===== src/core/ccdf_params.svh =====
// Purpose: Constants of the CCD front-end control block.
// Assumes: Included by bare name from the package and modules.
// Notes:   Offsets, field positions, reset values and counts only.
`ifndef CCDF_PARAMS_SVH
`define CCDF_PARAMS_SVH
// ----------------------------------------------------------------
// Serial frame layout
// ----------------------------------------------------------------
`define CCDF_FRAME_BITS    16
`define CCDF_TEST_BIT      15
`define CCDF_ADDR_MSB      14
`define CCDF_ADDR_LSB      12
`define CCDF_DATA_MSB      11
// ----------------------------------------------------------------
// Field addresses
// ----------------------------------------------------------------
`define CCDF_ADDR_MODE     3'h0
`define CCDF_ADDR_GAIN     3'h1
`define CCDF_ADDR_CLAMP    3'h2
`define CCDF_ADDR_POL      3'h3
`define CCDF_ADDR_DELAY    3'h4
`define CCDF_ADDR_LAST     3'h4
// ----------------------------------------------------------------
// Reset values
// ----------------------------------------------------------------
`define CCDF_RST_MODE      1'h0
`define CCDF_RST_GAIN      10'h200
`define CCDF_RST_CLAMP     4'h8
`define CCDF_RST_POL       3'h0
`define CCDF_RST_DELAY     2'h0
// ----------------------------------------------------------------
// Polarity bit positions and timing
// ----------------------------------------------------------------
`define CCDF_POL_DUMMY     0
`define CCDF_POL_BLACK     1
`define CCDF_POL_SAMPLE    2
`define CCDF_DELAY_NS_0    4'h0
`define CCDF_DELAY_NS_1    4'h5
`define CCDF_DELAY_NS_2    4'hA
`define CCDF_DELAY_NS_3    4'hD
`define CCDF_APPLY_EDGES   5
`endif


===== src/core/ccdf_pkg.sv =====
// Purpose: Types shared by the CCD front-end control modules.
// Assumes: Constants come from the params header.
// Notes:   Types only.
`include "ccdf_params.svh"
package ccdf_pkg;
  typedef logic [2:0]  ccdf_addr_t;
  typedef logic [15:0] ccdf_frame_t;
  typedef logic [9:0]  ccdf_pix_t;
  // Update sequencer, Gray along idle -> wait
  typedef enum logic [1:0] {
    CCDF_UPD_IDLE = 2'b00,
    CCDF_UPD_WAIT = 2'b01
  } ccdf_upd_t;
endpackage : ccdf_pkg


===== src/core/ccdf_ser_if.sv =====
// Purpose: Carries latched serial frames from receiver to control.
// Assumes: One clock domain.
// Notes:   valid is a one-cycle pulse with word stable beside it.
`timescale 1ns/100ps
interface ccdf_ser_if;
  logic [15:0] word;
  logic        valid;
  modport src (output word, output valid);
  modport dst (input word, input valid);
endinterface : ccdf_ser_if


===== src/core/ccdf_serial_rx.sv =====
// Purpose: Serial shift register and parallel latch of frames.
// Assumes: Serial pins synchronous to core_clk_i, edges slower than it.
// Notes:   Only a complete frame of exactly frame length is passed on.
`timescale 1ns/100ps
`include "ccdf_params.svh"
module ccdf_serial_rx #(
  parameter int FRAME_BITS = `CCDF_FRAME_BITS
) (
  // Clock and reset
  input  wire logic core_clk_i,
  input  wire logic nrst_i,
  // Serial pins
  input  wire logic ser_clk_i,
  input  wire logic serial_data_in_i,
  input  wire logic serial_load_strobe_i,
  // Frame out
  ccdf_ser_if.src   ser
);
  import ccdf_pkg::*;

  if (FRAME_BITS != 16) begin : g_chk
    $error("ccdf_serial_rx: frame length must be 16");
  end

  logic        sclk_prev_reg, sclk_prev_next;
  logic        load_prev_reg, load_prev_next;
  logic [15:0] shift_reg,     shift_next;
  logic [4:0]  cnt_reg,       cnt_next;
  logic [15:0] word_reg,      word_next;
  logic        valid_reg,     valid_next;
  logic        sclk_rise;
  logic        load_rise;

  // ----------------------------------------------------------------
  // Shift and latch
  // ----------------------------------------------------------------
  // Counter saturates so an overlong frame never aliases to 16
  always_comb begin
    sclk_rise      = ser_clk_i & ~sclk_prev_reg;
    load_rise      = serial_load_strobe_i & ~load_prev_reg;
    sclk_prev_next = ser_clk_i;
    load_prev_next = serial_load_strobe_i;
    shift_next     = shift_reg;
    cnt_next       = cnt_reg;
    word_next      = word_reg;
    valid_next     = 1'b0;
    if (!serial_load_strobe_i && sclk_rise) begin
      shift_next = {shift_reg[14:0], serial_data_in_i};
      if (cnt_reg != 5'h1F) cnt_next = cnt_reg + 5'h01;
    end
    if (load_rise) begin
      cnt_next = 5'h00;
      if (cnt_reg == 5'(FRAME_BITS)) begin
        word_next  = shift_reg;
        valid_next = 1'b1;
      end
    end else if (serial_load_strobe_i) begin
      cnt_next = 5'h00;
    end
  end

  always_ff @(posedge core_clk_i or negedge nrst_i) begin
    if (!nrst_i) begin
      sclk_prev_reg <= 1'b0;
      load_prev_reg <= 1'b1;
      shift_reg     <= 16'h0000;
      cnt_reg       <= 5'h00;
      word_reg      <= 16'h0000;
      valid_reg     <= 1'b0;
    end else begin
      sclk_prev_reg <= sclk_prev_next;
      load_prev_reg <= load_prev_next;
      shift_reg     <= shift_next;
      cnt_reg       <= cnt_next;
      word_reg      <= word_next;
      valid_reg     <= valid_next;
    end
  end

  assign ser.word  = word_reg;
  assign ser.valid = valid_reg;
endmodule : ccdf_serial_rx


===== src/core/ccdf_frontend_ctrl.sv =====
// Purpose: Control logic of a CCD front-end converter.
// Assumes: All pins synchronous to core_clk_i; strobes slower than it.
// Notes:   Strobe outputs are normalised to active low, one cycle late.
//
// Overview of operation
// - Delay select maps to 0/5/10/13 ns.
// - Reset loads every field with its default.
// - Reset: stand-by off, delay select 00.
// - Reset: gain code 0x200, 0 dB.
// - Reset: black clamp level code 1000.
// - Reset: all three polarity bits cleared.
// - Sampling runs from external sample strobes.
// - Output data changes only on conversion clock, or clears in stand-by.
// - Active black clamp pulse runs clamp loop.
// - Active dummy clamp pulse runs input clamp.
// - Both sample strobes share one polarity bit; each clamp pulse has its own.
// - Stand-by masks clock and strobes, held high.
// - Frames are 16 bits, MSB first, fixed layout.
// - Shift on serial clock rise, load low.
// - Field updates five conversion clock edges after latch.
// - Mode bit selects stand-by; interface stays live.
`timescale 1ns/100ps
`include "ccdf_params.svh"
module ccdf_frontend_ctrl #(
  parameter int APPLY_EDGES = `CCDF_APPLY_EDGES
) (
  // Clock and reset
  input  wire logic              core_clk_i,
  input  wire logic              nrst_i,
  // Serial host pins
  input  wire logic              ser_clk_i,
  input  wire logic              serial_data_in_i,
  input  wire logic              serial_load_strobe_i,
  // Timing generator pins
  input  wire logic              conversion_clock_i,
  input  wire logic              reference_sample_strobe_i,
  input  wire logic              data_sample_strobe_i,
  input  wire logic              black_clamp_pulse_i,
  input  wire logic              dummy_clamp_pulse_i,
  input  wire logic              preblank_input_n_i,
  // Converter core data
  input  wire ccdf_pkg::ccdf_pix_t adc_data_i,
  // Configuration fields
  output logic                   standby_o,
  output logic [9:0]             gain_code_o,
  output logic [3:0]             black_clamp_level_o,
  output logic [2:0]             strobe_polarity_o,
  output logic [1:0]             output_delay_sel_o,
  output logic [3:0]             output_delay_ns_o,
  // Internal clock at pin level and strobes active low, all held high in stand-by
  output logic                   conversion_clock_int_o,
  output logic                   reference_sample_int_n_o,
  output logic                   data_sample_int_n_o,
  output logic                   black_clamp_int_n_o,
  output logic                   dummy_clamp_int_n_o,
  // Clamp controls and data out
  output logic                   black_loop_run_o,
  output logic                   input_clamp_run_o,
  output ccdf_pkg::ccdf_pix_t    data_o
);
  import ccdf_pkg::*;

  if (APPLY_EDGES < 1 || APPLY_EDGES > 15) begin : g_chk
    $error("ccdf_frontend_ctrl: APPLY_EDGES out of range");
  end

  // ----------------------------------------------------------------
  // Helpers
  // ----------------------------------------------------------------
  // Delay select to nominal added delay in ns
  function automatic logic [3:0] ccdf_delay_ns(input logic [1:0] sel);
    case (sel)
      2'h0:    ccdf_delay_ns = `CCDF_DELAY_NS_0;
      2'h1:    ccdf_delay_ns = `CCDF_DELAY_NS_1;
      2'h2:    ccdf_delay_ns = `CCDF_DELAY_NS_2;
      default: ccdf_delay_ns = `CCDF_DELAY_NS_3;
    endcase
  endfunction : ccdf_delay_ns

  // Pin level to active-low form under a polarity bit
  function automatic logic ccdf_norm(input logic pin, input logic pol_high);
    ccdf_norm = pin ^ pol_high;
  endfunction : ccdf_norm

  ccdf_ser_if ser ();

  ccdf_serial_rx #(
    .FRAME_BITS           (`CCDF_FRAME_BITS)
  ) u_rx (
    .core_clk_i           (core_clk_i),
    .nrst_i               (nrst_i),
    .ser_clk_i            (ser_clk_i),
    .serial_data_in_i     (serial_data_in_i),
    .serial_load_strobe_i (serial_load_strobe_i),
    .ser                  (ser)
  );

  // ----------------------------------------------------------------
  // Frame check and update sequencer
  // ----------------------------------------------------------------
  ccdf_upd_t   upd_reg,   upd_next;
  ccdf_addr_t  paddr_reg, paddr_next;
  logic [11:0] pdata_reg, pdata_next;
  logic [3:0]  ecnt_reg,  ecnt_next;
  logic        cclk_prev_reg, cclk_prev_next;
  logic        conv_rise;
  logic        accept;
  logic        apply;
  ccdf_addr_t  f_addr;

  always_comb begin
    f_addr = ser.word[`CCDF_ADDR_MSB:`CCDF_ADDR_LSB];
    conv_rise = conversion_clock_i & ~cclk_prev_reg;
    // Reserved addresses and test frames never reach a field
    accept = ser.valid & ~ser.word[`CCDF_TEST_BIT]
             & (f_addr <= `CCDF_ADDR_LAST);
    cclk_prev_next = conversion_clock_i;
    upd_next   = upd_reg;
    paddr_next = paddr_reg;
    pdata_next = pdata_reg;
    ecnt_next  = ecnt_reg;
    apply      = 1'b0;
    case (upd_reg)
      CCDF_UPD_IDLE: begin
        if (accept) begin
          upd_next   = CCDF_UPD_WAIT;
          paddr_next = f_addr;
          pdata_next = ser.word[`CCDF_DATA_MSB:0];
          ecnt_next  = 4'h0;
        end
      end
      CCDF_UPD_WAIT: begin
        // Raw pin clock: updates go on in stand-by too
        if (conv_rise) begin
          if (ecnt_reg == 4'(APPLY_EDGES - 1)) begin
            apply    = 1'b1;
            upd_next = CCDF_UPD_IDLE;
          end else begin
            ecnt_next = ecnt_reg + 4'h1;
          end
        end
        // A newer frame replaces the pending one and restarts the wait
        if (accept) begin
          upd_next   = CCDF_UPD_WAIT;
          paddr_next = f_addr;
          pdata_next = ser.word[`CCDF_DATA_MSB:0];
          ecnt_next  = 4'h0;
          apply      = 1'b0;
        end
      end
      default: upd_next = CCDF_UPD_IDLE;
    endcase
  end

  always_ff @(posedge core_clk_i or negedge nrst_i) begin
    if (!nrst_i) begin
      upd_reg       <= CCDF_UPD_IDLE;
      paddr_reg     <= 3'h0;
      pdata_reg     <= 12'h000;
      ecnt_reg      <= 4'h0;
      cclk_prev_reg <= 1'b1; // No false rise if the pin is high at release
    end else begin
      upd_reg       <= upd_next;
      paddr_reg     <= paddr_next;
      pdata_reg     <= pdata_next;
      ecnt_reg      <= ecnt_next;
      cclk_prev_reg <= cclk_prev_next;
    end
  end

  // ----------------------------------------------------------------
  // Configuration fields
  // ----------------------------------------------------------------
  logic       mode_reg,  mode_next;
  logic [9:0] gain_reg,  gain_next;
  logic [3:0] clamp_reg, clamp_next;
  logic [2:0] pol_reg,   pol_next;
  logic [1:0] dly_reg,   dly_next;
  logic [3:0] dns_reg,   dns_next;

  always_comb begin
    mode_next  = mode_reg;
    gain_next  = gain_reg;
    clamp_next = clamp_reg;
    pol_next   = pol_reg;
    dly_next   = dly_reg;
    if (apply) begin
      case (paddr_reg)
        `CCDF_ADDR_MODE:  mode_next  = pdata_reg[0];
        `CCDF_ADDR_GAIN:  gain_next  = pdata_reg[9:0];
        `CCDF_ADDR_CLAMP: clamp_next = pdata_reg[3:0];
        `CCDF_ADDR_POL:   pol_next   = pdata_reg[2:0];
        `CCDF_ADDR_DELAY: dly_next   = pdata_reg[1:0];
        default:          mode_next  = mode_reg;
      endcase
    end
    dns_next = ccdf_delay_ns(dly_next);
  end

  // Reset pin is the only way back to defaults
  always_ff @(posedge core_clk_i or negedge nrst_i) begin
    if (!nrst_i) begin
      mode_reg  <= `CCDF_RST_MODE;
      gain_reg  <= `CCDF_RST_GAIN;
      clamp_reg <= `CCDF_RST_CLAMP;
      pol_reg   <= `CCDF_RST_POL;
      dly_reg   <= `CCDF_RST_DELAY;
      dns_reg   <= `CCDF_DELAY_NS_0;
    end else begin
      mode_reg  <= mode_next;
      gain_reg  <= gain_next;
      clamp_reg <= clamp_next;
      pol_reg   <= pol_next;
      dly_reg   <= dly_next;
      dns_reg   <= dns_next;
    end
  end

  // ----------------------------------------------------------------
  // Strobe conditioning, clamps and data
  // ----------------------------------------------------------------
  logic      cclk_int_reg, cclk_int_next;
  logic      rsmp_reg,     rsmp_next;
  logic      dsmp_reg,     dsmp_next;
  logic      bclp_reg,     bclp_next;
  logic      dclp_reg,     dclp_next;
  logic      bloop_reg,    bloop_next;
  logic      iclp_reg,     iclp_next;
  ccdf_pix_t data_reg,     data_next;

  // Polarity and stand-by act on live pins; one cycle of latency
  always_comb begin
    cclk_int_next = mode_reg ? 1'b1 : conversion_clock_i;
    rsmp_next = mode_reg ? 1'b1
              : ccdf_norm(reference_sample_strobe_i, pol_reg[`CCDF_POL_SAMPLE]);
    dsmp_next = mode_reg ? 1'b1
              : ccdf_norm(data_sample_strobe_i, pol_reg[`CCDF_POL_SAMPLE]);
    bclp_next = mode_reg ? 1'b1
              : ccdf_norm(black_clamp_pulse_i, pol_reg[`CCDF_POL_BLACK]);
    dclp_next = mode_reg ? 1'b1
              : ccdf_norm(dummy_clamp_pulse_i, pol_reg[`CCDF_POL_DUMMY]);
    // Preblank is not gated here; keeping them apart is the host's job
    bloop_next = ~bclp_next;
    iclp_next  = ~dclp_next;
    data_next  = data_reg;
    if (mode_reg) begin
      data_next = 10'h000;
    end else if (conv_rise) begin
      data_next = preblank_input_n_i ? adc_data_i : 10'h000;
    end
  end

  always_ff @(posedge core_clk_i or negedge nrst_i) begin
    if (!nrst_i) begin
      cclk_int_reg <= 1'b1;
      rsmp_reg     <= 1'b1;
      dsmp_reg     <= 1'b1;
      bclp_reg     <= 1'b1;
      dclp_reg     <= 1'b1;
      bloop_reg    <= 1'b0;
      iclp_reg     <= 1'b0;
      data_reg     <= 10'h000;
    end else begin
      cclk_int_reg <= cclk_int_next;
      rsmp_reg     <= rsmp_next;
      dsmp_reg     <= dsmp_next;
      bclp_reg     <= bclp_next;
      dclp_reg     <= dclp_next;
      bloop_reg    <= bloop_next;
      iclp_reg     <= iclp_next;
      data_reg     <= data_next;
    end
  end

  // Outputs straight from flops
  assign standby_o                = mode_reg;
  assign gain_code_o              = gain_reg;
  assign black_clamp_level_o      = clamp_reg;
  assign strobe_polarity_o        = pol_reg;
  assign output_delay_sel_o       = dly_reg;
  assign output_delay_ns_o        = dns_reg;
  assign conversion_clock_int_o   = cclk_int_reg;
  assign reference_sample_int_n_o = rsmp_reg;
  assign data_sample_int_n_o      = dsmp_reg;
  assign black_clamp_int_n_o      = bclp_reg;
  assign dummy_clamp_int_n_o      = dclp_reg;
  assign black_loop_run_o         = bloop_reg;
  assign input_clamp_run_o        = iclp_reg;
  assign data_o                   = data_reg;
endmodule : ccdf_frontend_ctrl


===== config.mk =====
export PLATFORM = sky130hd
export DESIGN_NAME = ccdf_frontend_ctrl
export DESIGN_NICKNAME = d
export VERILOG_FILES = /design/src/core/ccdf_pkg.sv /design/src/core/ccdf_ser_if.sv /design/src/core/ccdf_serial_rx.sv /design/src/core/ccdf_frontend_ctrl.sv
export VERILOG_INCLUDE_DIRS = /design/src /design/src/core
export SDC_FILE = /design/constraint.sdc
export NUM_CORES = 1
export LEC_CHECK = 0
export ABC_AREA = 1
export BUFFER_PORTS_ARGS = -buffer_cell sky130_fd_sc_hd__buf_2
export CORE_MARGIN = 2
export CORE_UTILIZATION = 35
export CTS_CLUSTER_DIAMETER = 30
export DETAILED_ROUTE_END_ITERATION = 8
export GPL_TIMING_DRIVEN = 0
export PLACE_DENSITY_LB_ADDON = 0.15
export SLEW_MARGIN = 0
export SYNTH_ARGS = -nofsm -noshare
export SYNTH_HDL_FRONTEND = slang
export SYNTH_HIERARCHICAL = 1
export SYNTH_SLANG_ARGS = --single-unit

===== constraint.sdc =====
create_clock -name core_clk_i -period 1.55 [get_ports core_clk_i]
set_input_delay 0.0775 -clock core_clk_i [delete_from_list [all_inputs] [get_ports core_clk_i]]
set_output_delay 0.0775 -clock core_clk_i [all_outputs]
set_load 0.01 [all_outputs]

==> summary.md <==
The flow ran to the end, and the final reports show no timing, DRC or antenna violations. The worst stage delay on the critical path works out to 0.39 ns. Final hold analysis gives a worst-case slack of 0.00549 ns. Dividing total power by cell area gives a power density of 1000 nW/um2. TritonCTS built the clock tree. The critical register-to-register path endpoint was black_clamp_level_o[2]. The number of buffers added on ports is 61. In this run the worst path has a maximum fanout of 5. The number of flip-flops under the largest register name came out at 16. The clock passes through at most 2 buffers.

The tools report the die area as 12500 um2. The later pin in the worst-skew pair is clocked with a latency of 0.34 ns. The number of antenna violations at the first check in global routing was 0.

The fill cell total of the finished layout was 1114; the average cell area after synthesis was 9.14 um2. The area occupied by multi-input gates came out at 1420 um2. The largest individual stage delay along the critical path comes from the cell dfrtp_1. The number of clock buffers inserted by TritonCTS was 9. Traced cell by cell, the critical path runs through inv_2 -> ha_4 -> nand3_4 -> nor2_4 -> nand2_4 -> nor2_8 -> nand2_4 -> nand2_2 -> nand2_2. The core region is 11400 um2. Sum of buffers and inverters on the critical path: 1. Counting buffers and inverters, the worst setup path is 9 cells deep.

Number of detailed-route iterations in the first pass: 4. For the endpoint required time on the critical path, the log shows 1.78 ns. The number of DRC violations after detailed-routing iteration 0 is 151. The tools report the half-perimeter wire length after placement as 5640 um. Among cell families on the critical path, the largest total delay comes from simple AND/OR/NAND/NOR gates. The library cell used most frequently in the layout, excluding fill and tap cells, is nand2_1.

Across the run, the number of max-cap violations was 0. The number of endpoints failing setup at the final stage came out at 0. By startpoint and endpoint, the worst setup path is classified as register to register.

Number of placement rows: 39. Measured in cells, the most critical reg-to-reg path has a length of 9. At the placement stage, the worst setup path has a slack of -0.0560 ns. The tree is rooted in a clkbuf_16. The logs give 0.358 for the effective utilization at floorplan and 0.457 for the worst slew margin relative to its limit. For the synthesis warning total, the log shows 6. The number of clock sinks seen by CTS was 96; the top achievable clock speed was 664 MHz.

The post-synthesis to final-layout area growth is 25.9%, and the share of the cycle needed by the critical path after routing is 0.972. The worst path arrival time was 1.74 ns. The worst setup path is captured at a register.

Across all layers, the routed design uses 3058 vias. Summed over all layers, the routed wires come to 8250 um. Entering global routing, the biggest net connects 63 pins. The vertical die dimension was 112 um; the remaining routing DRC violations was 0.

0 antenna diodes ended up in the layout. The fraction of final layout cells sized beyond drive strength 1 was 0.264; the total track usage was 0.137. Clock skew on the completed layout was measured at 0.00886 ns. The worst hold path passes through 3 cells. The tools report the global-route wire length before repair as 13900 um. The global-route congestion overflow total was 0; the register-to-register setup slack was 0.04 ns. The launching instance or port of the critical path was ecnt_reg[1]. Number of routed nets with antenna violations: 0.

For the count of final max-slew check failures, the log shows 0. The worst hold path belongs to the class input pin to register. The number of hold-slack violations in the final timing report is 0, and the count of pins on the block boundary is 62.

VDD sags by at most 483 uV. The run gives 0.761 as the weighted congestion reported at the end of routability-driven placement. Summed over all cells, the static leakage comes to 2.76 nW. For the pin with the worst max-slew slack, the measured transition is 0.809 ns.

The worst path meets setup with 0.0431 ns of slack. The timing endpoint of the critical path was black_clamp_level_o[2]. In the layout the commonest cells are nand2_1, dfrtp_1, buf_2, inv_1, nand3_1. The logs give 3028 for the via count of the first global-routing pass and 3 for the maximum level of the CTS H-tree. X dimension of the die: 112 um. The final critical delay including setup and external delays is 1.51 ns, and the per-cell via count in the routed design is 4.46.

The tools report the element type at the critical path start as a register. The final-stage net count was 563; the wire length per cell was 12.0 um. The count of mapped cells out of synthesis is 445. The number of nets in the synthesized netlist is 471. The tools report the footprint of the flip-flops and latches as 2410 um2. Setup repair after global routing could not meet its margin everywhere. Clock-pin slew was measured on the worst setup and hold paths at 0.07 ns. The post-synth design cell area is 4070 um2. Reg-to-reg startpoint: ecnt_reg[1].
[power breakdown]
part | switching [W] | internal (W) | total (W)
clock network | 0.000900 | 0.00118 | 0.00208
registers | 0.0000569 | 0.00263 | 0.00269
logic | 0.000227 | 0.000143 | 0.000370
total | 0.00118 | 0.00395 | 0.00514
[routing by layer]
metal | global-route usage | routed length, um
met4 | 0.0543 | 99
met2 | 0.220 | 3980
met5 | 0 | 0
met3 | 0.0261 | 299
met1 | 0.184 | 3880
[worst min path at each step]
stage	slack, ns	end	start
6_report	0.005	data_o[9]	adc_data_i[9]
5_1_grt	0.009	data_o[3]	adc_data_i[3]
4_1_cts	0.003	data_o[9]	adc_data_i[9]
3_5_place_dp	0.07	data_o[2]	nrst_i
3_3_place_gp	0.21	cclk_prev_reg	conversion_clock_i
2_1_floorplan	-0.22	black_clamp_level_o[0]	nrst_i
[stage by stage]
step	instance area, um2	util	instances	power, W	setup TNS [ns]
after floorplan	4070	-	445	0.00290	0
after global placement	4550	0.400	649	0.00305	-52.81
after detailed placement	4580	0.403	650	0.00308	-0.514
after CTS	5020	0.442	680	0.00522	0
after global routing	5120	0.450	685	0.00539	-0.590
final	5120	0.450	685	0.00514	0
[worst min-delay path, stage by stage]
cell and delay, ns:
buf_2 0.10, inv_1 0.03, o21ai_0 0.08
[what timing repair did]
action                                 in CTS  in global routing
gates resized for setup                     5                 18
hold buffers                               14                  0
setup buffers                               0                  3
cloned                                      0                  2
setup endpoints to repair                  18                 26
endpoints found under the hold margin      48                  0
pin swaps                                   0                  6
[final cells by class]
cell class	count	share of cell area
clock inverters	4	0.00562
clock buffers	12	0.0501
flip-flops and latches	96	0.471
plain buffers	14	0.0191
well taps	143	0.0349
inverters	59	0.0433
repair buffers	80	0.0987
multi-input cells	277	0.277
Note: power is estimated with default switching activity, not from simulation.
